**config.mk**
```make
export PLATFORM = sky130hd
export DESIGN_NAME = scs_top
export DESIGN_NICKNAME = d
export VERILOG_FILES = /design/src/scs_pkg.sv /design/src/scs_top.sv /design/src/scs_baud_div.sv /design/src/scs_timer8.sv
export VERILOG_INCLUDE_DIRS = /design/src
export SDC_FILE = /design/constraint.sdc
export NUM_CORES = 1
export LEC_CHECK = 0
export ABC_CLOCK_PERIOD_IN_PS = 7700
export BUFFER_PORTS_ARGS = -buffer_cell sky130_fd_sc_hd__buf_4
export CAP_MARGIN = 5
export CORE_UTILIZATION = 62
export CTS_CLUSTER_SIZE = 20
export DETAILED_ROUTE_END_ITERATION = 12
export PLACE_DENSITY_LB_ADDON = 0.05
export SYNTH_ARGS = -nofsm -noshare
export SYNTH_HDL_FRONTEND = slang
export SYNTH_SLANG_ARGS = --single-unit
```
**constraint.sdc**
```tcl
create_clock -name clk_sys_i -period 7.7 [get_ports clk_sys_i]
set_clock_uncertainty 0.2 [all_clocks]
set_input_delay 0.77 -clock clk_sys_i [delete_from_list [all_inputs] [get_ports clk_sys_i]]
set_output_delay 0.77 -clock clk_sys_i [all_outputs]
set_load 0.005 [all_outputs]
```
**src/scs_cfg.svh**
```systemverilog
`ifndef SCS_CFG_SVH
`define SCS_CFG_SVH

// register byte offsets
`define SCS_OFS_MODE      4'h0
`define SCS_OFS_BAUD      4'h4
`define SCS_OFS_TIMER     4'h8
`define SCS_OFS_STATUS    4'hc

// mode register fields
`define SCS_MODE_UART_BIT 0
`define SCS_MODE_SRC_LO   1
`define SCS_MODE_DIR_BIT  3
`define SCS_MODE_EDGE_BIT 4
`define SCS_MODE_RXEN_BIT 5

// baud register fields
`define SCS_BAUD_N_LO     0
`define SCS_BAUD_K_LO     4
`define SCS_BAUD_FEN_BIT  8
`define SCS_BAUD_PRE_LO   9

// reset values
`define SCS_MODE_RST      6'h01
`define SCS_BAUD_RST      11'h001
`define SCS_TIMER_RST     8'h01

// timing counts
`define SCS_OVERSAMPLE    5'h10
`define SCS_SAMPLE_FIRST  4'h6
`define SCS_SAMPLE_LAST   4'h8
`define SCS_EXT_UART_MIN  4
`define SCS_EXT_SHIFT_MIN 16
`define SCS_FRAME_BITS    4'ha

`endif

```
**src/scs_pkg.sv**
```systemverilog
package scs_pkg;
    typedef enum logic [1:0] {
        SCS_SRC_BAUD  = 2'b00,
        SCS_SRC_HALF  = 2'b01,
        SCS_SRC_TIMER = 2'b10,
        SCS_SRC_PIN   = 2'b11
    } scs_src_t;

    typedef enum logic [1:0] {
        SCS_RX_IDLE  = 2'b00,
        SCS_RX_START = 2'b01,
        SCS_RX_DATA  = 2'b10
    } scs_rx_state_t;
endpackage : scs_pkg

```
**src/scs_top.sv**
```systemverilog
`timescale 1ns/1ps
`include "scs_cfg.svh"

// Overview of operation
// - external pin clock may replace baud divider; uart bit rate is pin clock over 16
// - shift mode with external clock moves one bit per pin clock period
// - timer trigger is never a clock source in shift mode
// - timer clocked channel: rate is prescaler clock over compare times 2 times 16
// - shift mode, direction 0: pin is output, base clock is divider over two
// - shift mode, direction 1: base clock from pin, edge chosen by select bit
// - uart mode: two-bit field picks divider, half clock, timer or pin
// - uart receiver has 4-bit up counter advanced by each base clock
// - sixteen base clocks per bit, samples on seventh, eighth and ninth
// - bit value is the majority of the three samples
// - shift mode, driven clock: data sampled on its rising edge
// - shift mode, external clock: data sampled on selected edge
// - uart receiver waits for valid start bit before sampling character
// - majority vote applies to start, data and stop bits alike
// - fraction disabled: divider divides by integer divisor 1 to 16
// - fraction enabled (uart mode only), N and K not 0: divides by N plus (16 minus K) over 16
// - divider rate then over 16 in uart mode, over 2 in shift mode

module scs_top (
    input  wire logic        clk_sys_i,
    input  wire logic        nrst_i,
    input  wire logic [3:0]  avs_address_i,
    input  wire logic        avs_read_i,
    input  wire logic        avs_write_i,
    input  wire logic [31:0] avs_writedata_i,
    output logic      [31:0] avs_readdata_o,
    output logic             avs_waitrequest_o,
    input  wire logic        shift_clock_pin_i,
    output logic             shift_clock_pin_o,
    output logic             shift_clock_pin_oe_o,
    input  wire logic        receive_data_pin_i,
    output logic             rx_bit_valid_o,
    output logic             rx_bit_o,
    output logic             rx_frame_done_o
);
    // ------------------------------------------------------------
    // reset release
    // ------------------------------------------------------------
    logic rst_meta_q, rst_n;
    always_ff @(posedge clk_sys_i or negedge nrst_i) begin
        if (!nrst_i) begin
            rst_meta_q <= 1'b0;
            rst_n      <= 1'b0;
        end else begin
            rst_meta_q <= 1'b1;
            rst_n      <= rst_meta_q;
        end
    end

    // ------------------------------------------------------------
    // register file
    // ------------------------------------------------------------
    logic [5:0]  mode_q, mode_d;
    logic [10:0] baud_q, baud_d;
    logic [7:0]  timer_q, timer_d;
    logic [31:0] rdata_d;
    logic        ack_q, ack_d;
    logic [2:0]  rx_stat;

    // one wait state: every access ends at the second edge, where writes land
    always_comb begin
        mode_d  = mode_q;
        baud_d  = baud_q;
        timer_d = timer_q;
        ack_d   = (avs_read_i || avs_write_i) && !ack_q;
        rdata_d = avs_readdata_o;
        if (ack_q && avs_write_i) begin
            case (avs_address_i)
                `SCS_OFS_MODE:  mode_d  = avs_writedata_i[5:0];
                `SCS_OFS_BAUD:  baud_d  = avs_writedata_i[10:0];
                `SCS_OFS_TIMER: timer_d = avs_writedata_i[7:0];
                default:        mode_d  = mode_q;
            endcase
        end
        if (ack_d && avs_read_i) begin
            case (avs_address_i)
                `SCS_OFS_MODE:   rdata_d = {26'h0000000, mode_q};
                `SCS_OFS_BAUD:   rdata_d = {21'h000000, baud_q};
                `SCS_OFS_TIMER:  rdata_d = {24'h000000, timer_q};
                `SCS_OFS_STATUS: rdata_d = {29'h00000000, rx_stat};
                default:         rdata_d = 32'h00000000;
            endcase
        end
    end

    always_ff @(posedge clk_sys_i or negedge rst_n) begin
        if (!rst_n) begin
            mode_q            <= `SCS_MODE_RST;
            baud_q            <= `SCS_BAUD_RST;
            timer_q           <= `SCS_TIMER_RST;
            ack_q             <= 1'b0;
            avs_readdata_o    <= 32'h00000000;
        end else begin
            mode_q            <= mode_d;
            baud_q            <= baud_d;
            timer_q           <= timer_d;
            ack_q             <= ack_d;
            avs_readdata_o    <= rdata_d;
        end
    end
    assign avs_waitrequest_o = (avs_read_i || avs_write_i) && !ack_q;

    logic                 uart_mode, clk_dir_in, edge_fall, rx_en;
    scs_pkg::scs_src_t    src_sel;
    assign uart_mode  = mode_q[`SCS_MODE_UART_BIT];
    assign src_sel    = scs_pkg::scs_src_t'(mode_q[`SCS_MODE_SRC_LO +: 2]);
    assign clk_dir_in = mode_q[`SCS_MODE_DIR_BIT];
    assign edge_fall  = mode_q[`SCS_MODE_EDGE_BIT];
    assign rx_en      = mode_q[`SCS_MODE_RXEN_BIT];

    // ------------------------------------------------------------
    // prescaler and clock sources
    // ------------------------------------------------------------
    logic [7:0] pre_q, pre_d;
    logic       pre_tap, half_tick, baud_tick, timer_tick;

    function automatic logic tap_hit(input logic [7:0] cnt, input logic [1:0] sel);
        case (sel)
            2'b00:   tap_hit = 1'b1;
            2'b01:   tap_hit = (cnt[1:0] == 2'b11);
            2'b10:   tap_hit = (cnt[3:0] == 4'hf);
            default: tap_hit = (cnt[5:0] == 6'h3f);
        endcase
    endfunction : tap_hit

    always_comb begin
        pre_d = pre_q + 8'h01;
    end
    always_ff @(posedge clk_sys_i or negedge rst_n) begin
        if (!rst_n) begin
            pre_q <= 8'h00;
        end else begin
            pre_q <= pre_d;
        end
    end
    assign pre_tap   = tap_hit(pre_q, baud_q[`SCS_BAUD_PRE_LO +: 2]);
    assign half_tick = pre_q[0];

    scs_baud_div u_baud (
        .clk_i      (clk_sys_i),
        .rst_n_i    (rst_n),
        .in_en_i    (pre_tap),
        .divisor_i  (baud_q[`SCS_BAUD_N_LO +: 4]),
        .fraction_i (baud_q[`SCS_BAUD_K_LO +: 4]),
        .frac_en_i  (baud_q[`SCS_BAUD_FEN_BIT] && uart_mode),
        .tick_o     (baud_tick)
    );

    scs_timer8 u_timer (
        .clk_i     (clk_sys_i),
        .rst_n_i   (rst_n),
        .in_en_i   (pre_tap),
        .compare_i (timer_q),
        .trig_o    (timer_tick)
    );

    // ------------------------------------------------------------
    // pin edge detection (pin taken as synchronous)
    // ------------------------------------------------------------
    logic pin_q, rxd_q;
    logic pin_rise, pin_fall;
    always_ff @(posedge clk_sys_i or negedge rst_n) begin
        if (!rst_n) begin
            // idle level of the pin, so no false edge follows reset
            pin_q <= 1'b1;
            rxd_q <= 1'b1;
        end else begin
            pin_q <= shift_clock_pin_i;
            rxd_q <= receive_data_pin_i;
        end
    end
    assign pin_rise = shift_clock_pin_i && !pin_q;
    assign pin_fall = !shift_clock_pin_i && pin_q;

    // ------------------------------------------------------------
    // serial base clock selection
    // ------------------------------------------------------------
    logic base_tick, sclk_q, sclk_d, sample_shift;
    always_comb begin
        sclk_d       = sclk_q;
        base_tick    = 1'b0;
        sample_shift = 1'b0;
        if (uart_mode) begin
            case (src_sel)
                scs_pkg::SCS_SRC_BAUD:  base_tick = baud_tick;
                scs_pkg::SCS_SRC_HALF:  base_tick = half_tick;
                scs_pkg::SCS_SRC_TIMER: base_tick = timer_tick;
                scs_pkg::SCS_SRC_PIN:   base_tick = pin_rise;
                default:                base_tick = 1'b0;
            endcase
        end else if (!clk_dir_in) begin
            // driven clock: divider over two, sample on our rising edge
            if (baud_tick) begin
                sclk_d = ~sclk_q;
            end
            base_tick    = baud_tick && !sclk_q;
            sample_shift = base_tick;
        end else begin
            // one bit per pin period; timer never reaches here
            base_tick    = edge_fall ? pin_fall : pin_rise;
            sample_shift = base_tick;
        end
    end

    always_ff @(posedge clk_sys_i or negedge rst_n) begin
        if (!rst_n) begin
            sclk_q <= 1'b1;
        end else begin
            sclk_q <= sclk_d;
        end
    end

    // ------------------------------------------------------------
    // uart receive counter and majority sampler
    // ------------------------------------------------------------
    scs_pkg::scs_rx_state_t st_q, st_d;
    logic [3:0] os_q, os_d;
    logic [3:0] bits_q, bits_d;
    logic [2:0] smp_q, smp_d;
    logic       bit_v_d, bit_d, done_d;

    function automatic logic vote3(input logic [2:0] s);
        vote3 = (s[0] & s[1]) | (s[1] & s[2]) | (s[0] & s[2]);
    endfunction : vote3

    always_comb begin
        st_d    = st_q;
        os_d    = os_q;
        bits_d  = bits_q;
        smp_d   = smp_q;
        bit_v_d = 1'b0;
        bit_d   = rx_bit_o;
        done_d  = 1'b0;
        if (!rx_en) begin
            st_d = scs_pkg::SCS_RX_IDLE;
        end else if (!uart_mode) begin
            st_d = scs_pkg::SCS_RX_IDLE;
            if (sample_shift) begin
                bit_v_d = 1'b1;
                bit_d   = receive_data_pin_i;
            end
        end else begin
            case (st_q)
                scs_pkg::SCS_RX_IDLE: begin
                    if (base_tick && !rxd_q) begin
                        st_d   = scs_pkg::SCS_RX_START;
                        os_d   = 4'h0;
                        bits_d = 4'h0;
                    end
                end
                scs_pkg::SCS_RX_START,
                scs_pkg::SCS_RX_DATA: begin
                    if (base_tick) begin
                        os_d = os_q + 4'h1;
                        if (os_q >= `SCS_SAMPLE_FIRST && os_q <= `SCS_SAMPLE_LAST) begin
                            smp_d = {smp_q[1:0], rxd_q};
                        end
                        if (os_q == `SCS_SAMPLE_LAST + 4'h1) begin
                            bit_v_d = 1'b1;
                            bit_d   = vote3(smp_q);
                            if (st_q == scs_pkg::SCS_RX_START && vote3(smp_q)) begin
                                st_d = scs_pkg::SCS_RX_IDLE;    // false start
                                bit_v_d = 1'b0;
                            end else if (bits_q == `SCS_FRAME_BITS - 4'h1) begin
                                st_d   = scs_pkg::SCS_RX_IDLE;
                                done_d = 1'b1;
                            end else begin
                                st_d   = scs_pkg::SCS_RX_DATA;
                                bits_d = bits_q + 4'h1;
                            end
                        end
                    end
                end
                default: st_d = scs_pkg::SCS_RX_IDLE;
            endcase
        end
    end

    always_ff @(posedge clk_sys_i or negedge rst_n) begin
        if (!rst_n) begin
            st_q            <= scs_pkg::SCS_RX_IDLE;
            os_q            <= 4'h0;
            bits_q          <= 4'h0;
            smp_q           <= 3'h0;
            rx_bit_valid_o  <= 1'b0;
            rx_bit_o        <= 1'b1;
            rx_frame_done_o <= 1'b0;
            shift_clock_pin_o    <= 1'b1;
            shift_clock_pin_oe_o <= 1'b0;
        end else begin
            st_q            <= st_d;
            os_q            <= os_d;
            bits_q          <= bits_d;
            smp_q           <= smp_d;
            rx_bit_valid_o  <= bit_v_d;
            rx_bit_o        <= bit_d;
            rx_frame_done_o <= done_d;
            shift_clock_pin_o    <= sclk_d;
            shift_clock_pin_oe_o <= !uart_mode && !clk_dir_in;
        end
    end
    assign rx_stat = {uart_mode, st_q};

    // ------------------------------------------------------------
    // checks
    // ------------------------------------------------------------
    a_vote_result: assert property (@(posedge clk_sys_i) disable iff (!rst_n)
        (uart_mode && bit_v_d) |-> bit_d == (2'(smp_q[0]) + 2'(smp_q[1]) + 2'(smp_q[2]) >= 2'h2))
        else $error("vote result wrong");
    a_sample_slot: assert property (@(posedge clk_sys_i) disable iff (!rst_n)
        (smp_d != smp_q) |-> (os_q >= 4'h6 && os_q <= 4'h8))
        else $error("sample outside centre");
    a_start_clear: assert property (@(posedge clk_sys_i) disable iff (!rst_n)
        (st_q == scs_pkg::SCS_RX_IDLE && st_d == scs_pkg::SCS_RX_START) |=> os_q == 4'h0)
        else $error("counter not restarted");
    a_count_step: assert property (@(posedge clk_sys_i) disable iff (!rst_n)
        (st_q != scs_pkg::SCS_RX_IDLE && base_tick && rx_en && uart_mode)
        |=> os_q == $past(os_q) + 4'h1)
        else $error("counter did not advance");
    a_no_timer_shift: assert property (@(posedge clk_sys_i) disable iff (!rst_n)
        (!uart_mode && timer_tick && !baud_tick && !pin_rise && !pin_fall) |-> !base_tick)
        else $error("timer clocked shift mode");
    a_pin_output: assert property (@(posedge clk_sys_i) disable iff (!rst_n)
        (!uart_mode && !clk_dir_in) |=> shift_clock_pin_oe_o)
        else $error("shift clock not driven");
    a_shift_sample: assert property (@(posedge clk_sys_i) disable iff (!rst_n)
        (!uart_mode && clk_dir_in && rx_en && pin_fall && edge_fall)
        |=> rx_bit_valid_o && rx_bit_o == $past(receive_data_pin_i))
        else $error("external edge not sampled");
    a_drive_rise: assert property (@(posedge clk_sys_i) disable iff (!rst_n)
        (!uart_mode && !clk_dir_in && sample_shift) |-> sclk_d == 1'b1)
        else $error("sample not on rising edge");
    a_start_wait: assert property (@(posedge clk_sys_i) disable iff (!rst_n)
        (uart_mode && st_q == scs_pkg::SCS_RX_IDLE) |=> !rx_bit_valid_o)
        else $error("sample without start bit");

    c_frame_done: cover property (@(posedge clk_sys_i) rx_frame_done_o);
    c_false_start: cover property (@(posedge clk_sys_i)
        st_q == scs_pkg::SCS_RX_START ##1 st_q == scs_pkg::SCS_RX_IDLE);
    c_shift_bit: cover property (@(posedge clk_sys_i) !uart_mode && rx_bit_valid_o);
endmodule : scs_top

```
**src/scs_baud_div.sv**
```systemverilog
`timescale 1ns/1ps
`include "scs_cfg.svh"

module scs_baud_div (
    input  wire logic       clk_i,
    input  wire logic       rst_n_i,
    input  wire logic       in_en_i,
    input  wire logic [3:0] divisor_i,
    input  wire logic [3:0] fraction_i,
    input  wire logic       frac_en_i,
    output logic            tick_o
);
    // accumulator in sixteenths: with N and K not 0, period = N*16 + (16-K) input ticks / 16
    logic [8:0] acc_q, acc_d;
    logic [8:0] period;
    logic       tick_d;

    always_comb begin
        if (divisor_i == 4'h0) begin
            period = 9'h100;
        end else if (frac_en_i && fraction_i != 4'h0) begin
            period = {1'b0, divisor_i, 4'h0} + 9'h010 - {5'h00, fraction_i};
        end else begin
            period = {1'b0, divisor_i, 4'h0};
        end
        acc_d  = acc_q;
        tick_d = 1'b0;
        if (in_en_i) begin
            if (acc_q + 9'h010 >= period) begin
                acc_d  = acc_q + 9'h010 - period;
                tick_d = 1'b1;
            end else begin
                acc_d = acc_q + 9'h010;
            end
        end
    end

    always_ff @(posedge clk_i or negedge rst_n_i) begin
        if (!rst_n_i) begin
            acc_q  <= 9'h000;
            tick_o <= 1'b0;
        end else begin
            acc_q  <= acc_d;
            tick_o <= tick_d;
        end
    end
endmodule : scs_baud_div

```
**src/scs_timer8.sv**
```systemverilog
`timescale 1ns/1ps
`include "scs_cfg.svh"

module scs_timer8 (
    input  wire logic       clk_i,
    input  wire logic       rst_n_i,
    input  wire logic       in_en_i,
    input  wire logic [7:0] compare_i,
    output logic            trig_o
);
    // flip-flop toggles on each match; trigger output pulses on its rising edge, every second match
    logic [7:0] cnt_q, cnt_d;
    logic       ff_q, ff_d;
    logic       trig_d;

    always_comb begin
        cnt_d  = cnt_q;
        ff_d   = ff_q;
        trig_d = 1'b0;
        if (in_en_i) begin
            if (cnt_q + 8'h01 >= compare_i) begin
                cnt_d  = 8'h00;
                ff_d   = ~ff_q;
                trig_d = ~ff_q;
            end else begin
                cnt_d = cnt_q + 8'h01;
            end
        end
    end

    always_ff @(posedge clk_i or negedge rst_n_i) begin
        if (!rst_n_i) begin
            cnt_q  <= 8'h00;
            ff_q   <= 1'b0;
            trig_o <= 1'b0;
        end else begin
            cnt_q  <= cnt_d;
            ff_q   <= ff_d;
            trig_o <= trig_d;
        end
    end
endmodule : scs_timer8

```
==> metrics.yaml <==
yosys_warnings: 0
synth_cells: 506
grt_use_total_pct: 25.79
pin_count: 80
maxSlewHeadroom_pct: 29.86
yosys-top-cells-area: "dfrtp_1, ha_1, mux2_2"
viasPerCell: 5.756
num_antenna_cells: 0
synth-edff-count: 0
maxCapViolations: 0
end_kind: "flop"
synthTopCellsByCount: "dfrtp_1, nand2_1, ha_1"
synth.most_common_cell: "dfrtp_1"
wirelength_um: 10280
antenna_found_initial: 0
htreeDepth: 3
hold_path_class: "flop to flop"
clock-sinks: 85
power_density_mw_per_mm2: 310.8
grt_max_degree: 84
drtAntennaViolNets: 0
max_freq_mhz: 273.3
vdd_drop_max_mv: 0.3060
setup_violations: 0
vias: 3753
min_period_ns: 3.659
routabilityCongestion: 0.8573
first_pass_iters: 4
drc: 0
async_flop_share_pct: 100.0
period_share_pct: 47.52
cts_buffers: 9
syn_to_final_growth_pct: 9.954
port_buffers: 37
grt_pass1_wl_um: 17360
clockRootBuffer: "clkbuf_8"
cts_resized: 0
core_mm2: 0.007888
start_kind: "flop"
clk_path_buf_depth: 2
syn_area_per_cell_um2: 10.16
post-route-cell-area_mm2: 0.005653
crit_type: "flop to flop"
rsz0062_at_grt: "false"
initial_core_util_pct: 65.18
drive_gt1_share_pct: 18.00
tightestPinTransition_ns: 1.052
wl_per_cell_um: 15.77
rows: 32
maxSlewViolCount: 0
die_area_mm2: 0.008660
cp_data_required_time_ns: 7.75
nets: 623
dp_hpwl_um: 7643
synth.distinct_cells: 63
synth_seq_area_share_pct: 41.54
cts_tree: "yes"
status: "completed"
die-width_um: 93.06
cts_setup_buffers: 0
cts_hold_buf: 1
clk_pin_slew_worst_paths_ns: 0.09
synth_top_area_share_pct: 37.97
yosysTopAreaCell: "dfrtp_1"
placed_cell_area_mm2: 0.005434
die_y_um: 93.06
grt-ovfl-total: 0
drt_first_iter_violations: 183
synth_area_mm2: 0.005141
grt_pass1_vias: 3597
fin_setup_tns_ns: 0
clock_latency_ns: 0.35
synth_flop_cell: "dfrtp_1"
power.leakage_nw: 2.603
ys_ff_latch: 85
worst-path-max-fanout: 5
cp.arrival_ns: 3.70
hold_violations: 0
critical path, cell delays in order (launching register included):
cell and delay (ns):
dfrtp_1 0.44, inv_1 0.08, ha_1 0.18, nand2b_1 0.08
o31ai_1 0.37, xnor2_1 0.12, nand2_1 0.08, o211ai_1 0.12
ha_1 0.24, or4_1 0.53, o22ai_1 0.35, o21a_1 0.25
nor2_1 0.13, mux2_1 0.39
report_power, final:
| group | total [W] | internal, W | switching, W |
|---|---|---|---|
| registers | 0.000641 | 0.000541 | 0.000100 |
| logic | 0.000791 | 0.000365 | 0.000426 |
| clock network | 0.000325 | 0.000161 | 0.000165 |
through the flow:
stage | setup WS [ns] | hold slack (ns) | std cells | utilization [%] | total power (W)
detailed placement | 4.125 | 0.1388 | 635 | 68.89 | 0.001433
global route | 3.861 | 0.1806 | 652 | 71.67 | 0.001901
global placement | 4.154 | 0.1400 | 635 | 68.89 | 0.001409
floorplan | 4.439 | 0.1312 | 526 | - | 0.001257
CTS | 4.094 | 0.1642 | 652 | 71.67 | 0.001766
finish | 4.041 | 0.1624 | 652 | 71.67 | 0.001757
cells in the final DEF (no fill, tap or decap), drive strengths merged, types with 5 or more instances in the layout:
cell	count
conb	22
xor2	6
nand2	49
mux2i	8
clkbuf	10
dfrtp	78
nor2	28
o21ai	24
nand2b	5
nor2b	8
buf	37
xnor2	17
a21oi	16
nand3	22
nand4	7
inv	33
ha	35
and2	6
a21o	5
o21a	8
dfstp	7
mux2	33
nor3	7
a22o	10
cell type report:
cell class / instances / area (µm²)
multi-input combinational: 379 / 2769
fill: 585 / 2235
sequential: 85 / 2140
timing repair buffer: 38 / 287.8
clock buffer: 10 / 137.6
tap: 102 / 127.6
inverter: 32 / 120.1
clock inverter: 6 / 71.32
layer usage:
layer,vias up,part of all wire (%),global-route usage [%],wire [µm]
li1,1837,-,-,-
met3,15,4.7,3.902,479
met5,-,0,0,0
met2,86,46,39.83,4721
met1,1815,47,36.53,4881
met4,0,1.9,10.26,199
registers in the layout (all words and copies together), names as in the netlist, 2 cells and up:
signal          count
baud_q             11
pre_q               6
mode_q              6
st_q                2
timer_q             8
bits_q              4
os_q                4
smp_q               3
avs_readdata_o     11
u_timer.cnt_q       8
u_baud.acc_q        9
final timing paths:
path / slack [ns] / cells past startpoint / startpoint / end
setup reg to reg: 4.04 / 13 / baud_q[4]$_DFFE_PN0P_ / u_baud.acc_q[1]$_DFFE_PN0P_
max in group asynchronous: 6.30 / 0 / rst_n$_DFF_PN0_ / st_q[0]$_DFFE_PN0P_
hold reg to reg: 0.16 / 0 / rst_meta_q$_DFF_PN0_ / rst_n$_DFF_PN0_
min in group asynchronous: 0.32 / 0 / rst_n$_DFF_PN0_ / u_baud.acc_q[8]$_DFFE_PN0N_
setup / recovery: 4.04 / 13 / baud_q[4]$_DFFE_PN0P_ / u_baud.acc_q[1]$_DFFE_PN0P_
hold / removal: 0.16 / 0 / rst_meta_q$_DFF_PN0_ / rst_n$_DFF_PN0_
cell families (layout without fill, tap and decap cells):
kind of cell,after synthesis,count (layout),share of synthesized area (%)
AND/OR/NAND/NOR,150,150,14.70
AO/OA/AOI/OAI,103,103,14.43
flip-flops,85,85,41.54
buffers and inverters,62,86,6.060
multiplexers,44,44,10.10
adder cells (fa/ha/maj),37,37,9.102
XOR/XNOR,23,23,3.918
other,2,22,0.1461
Power figures use the tool's default switching activity.
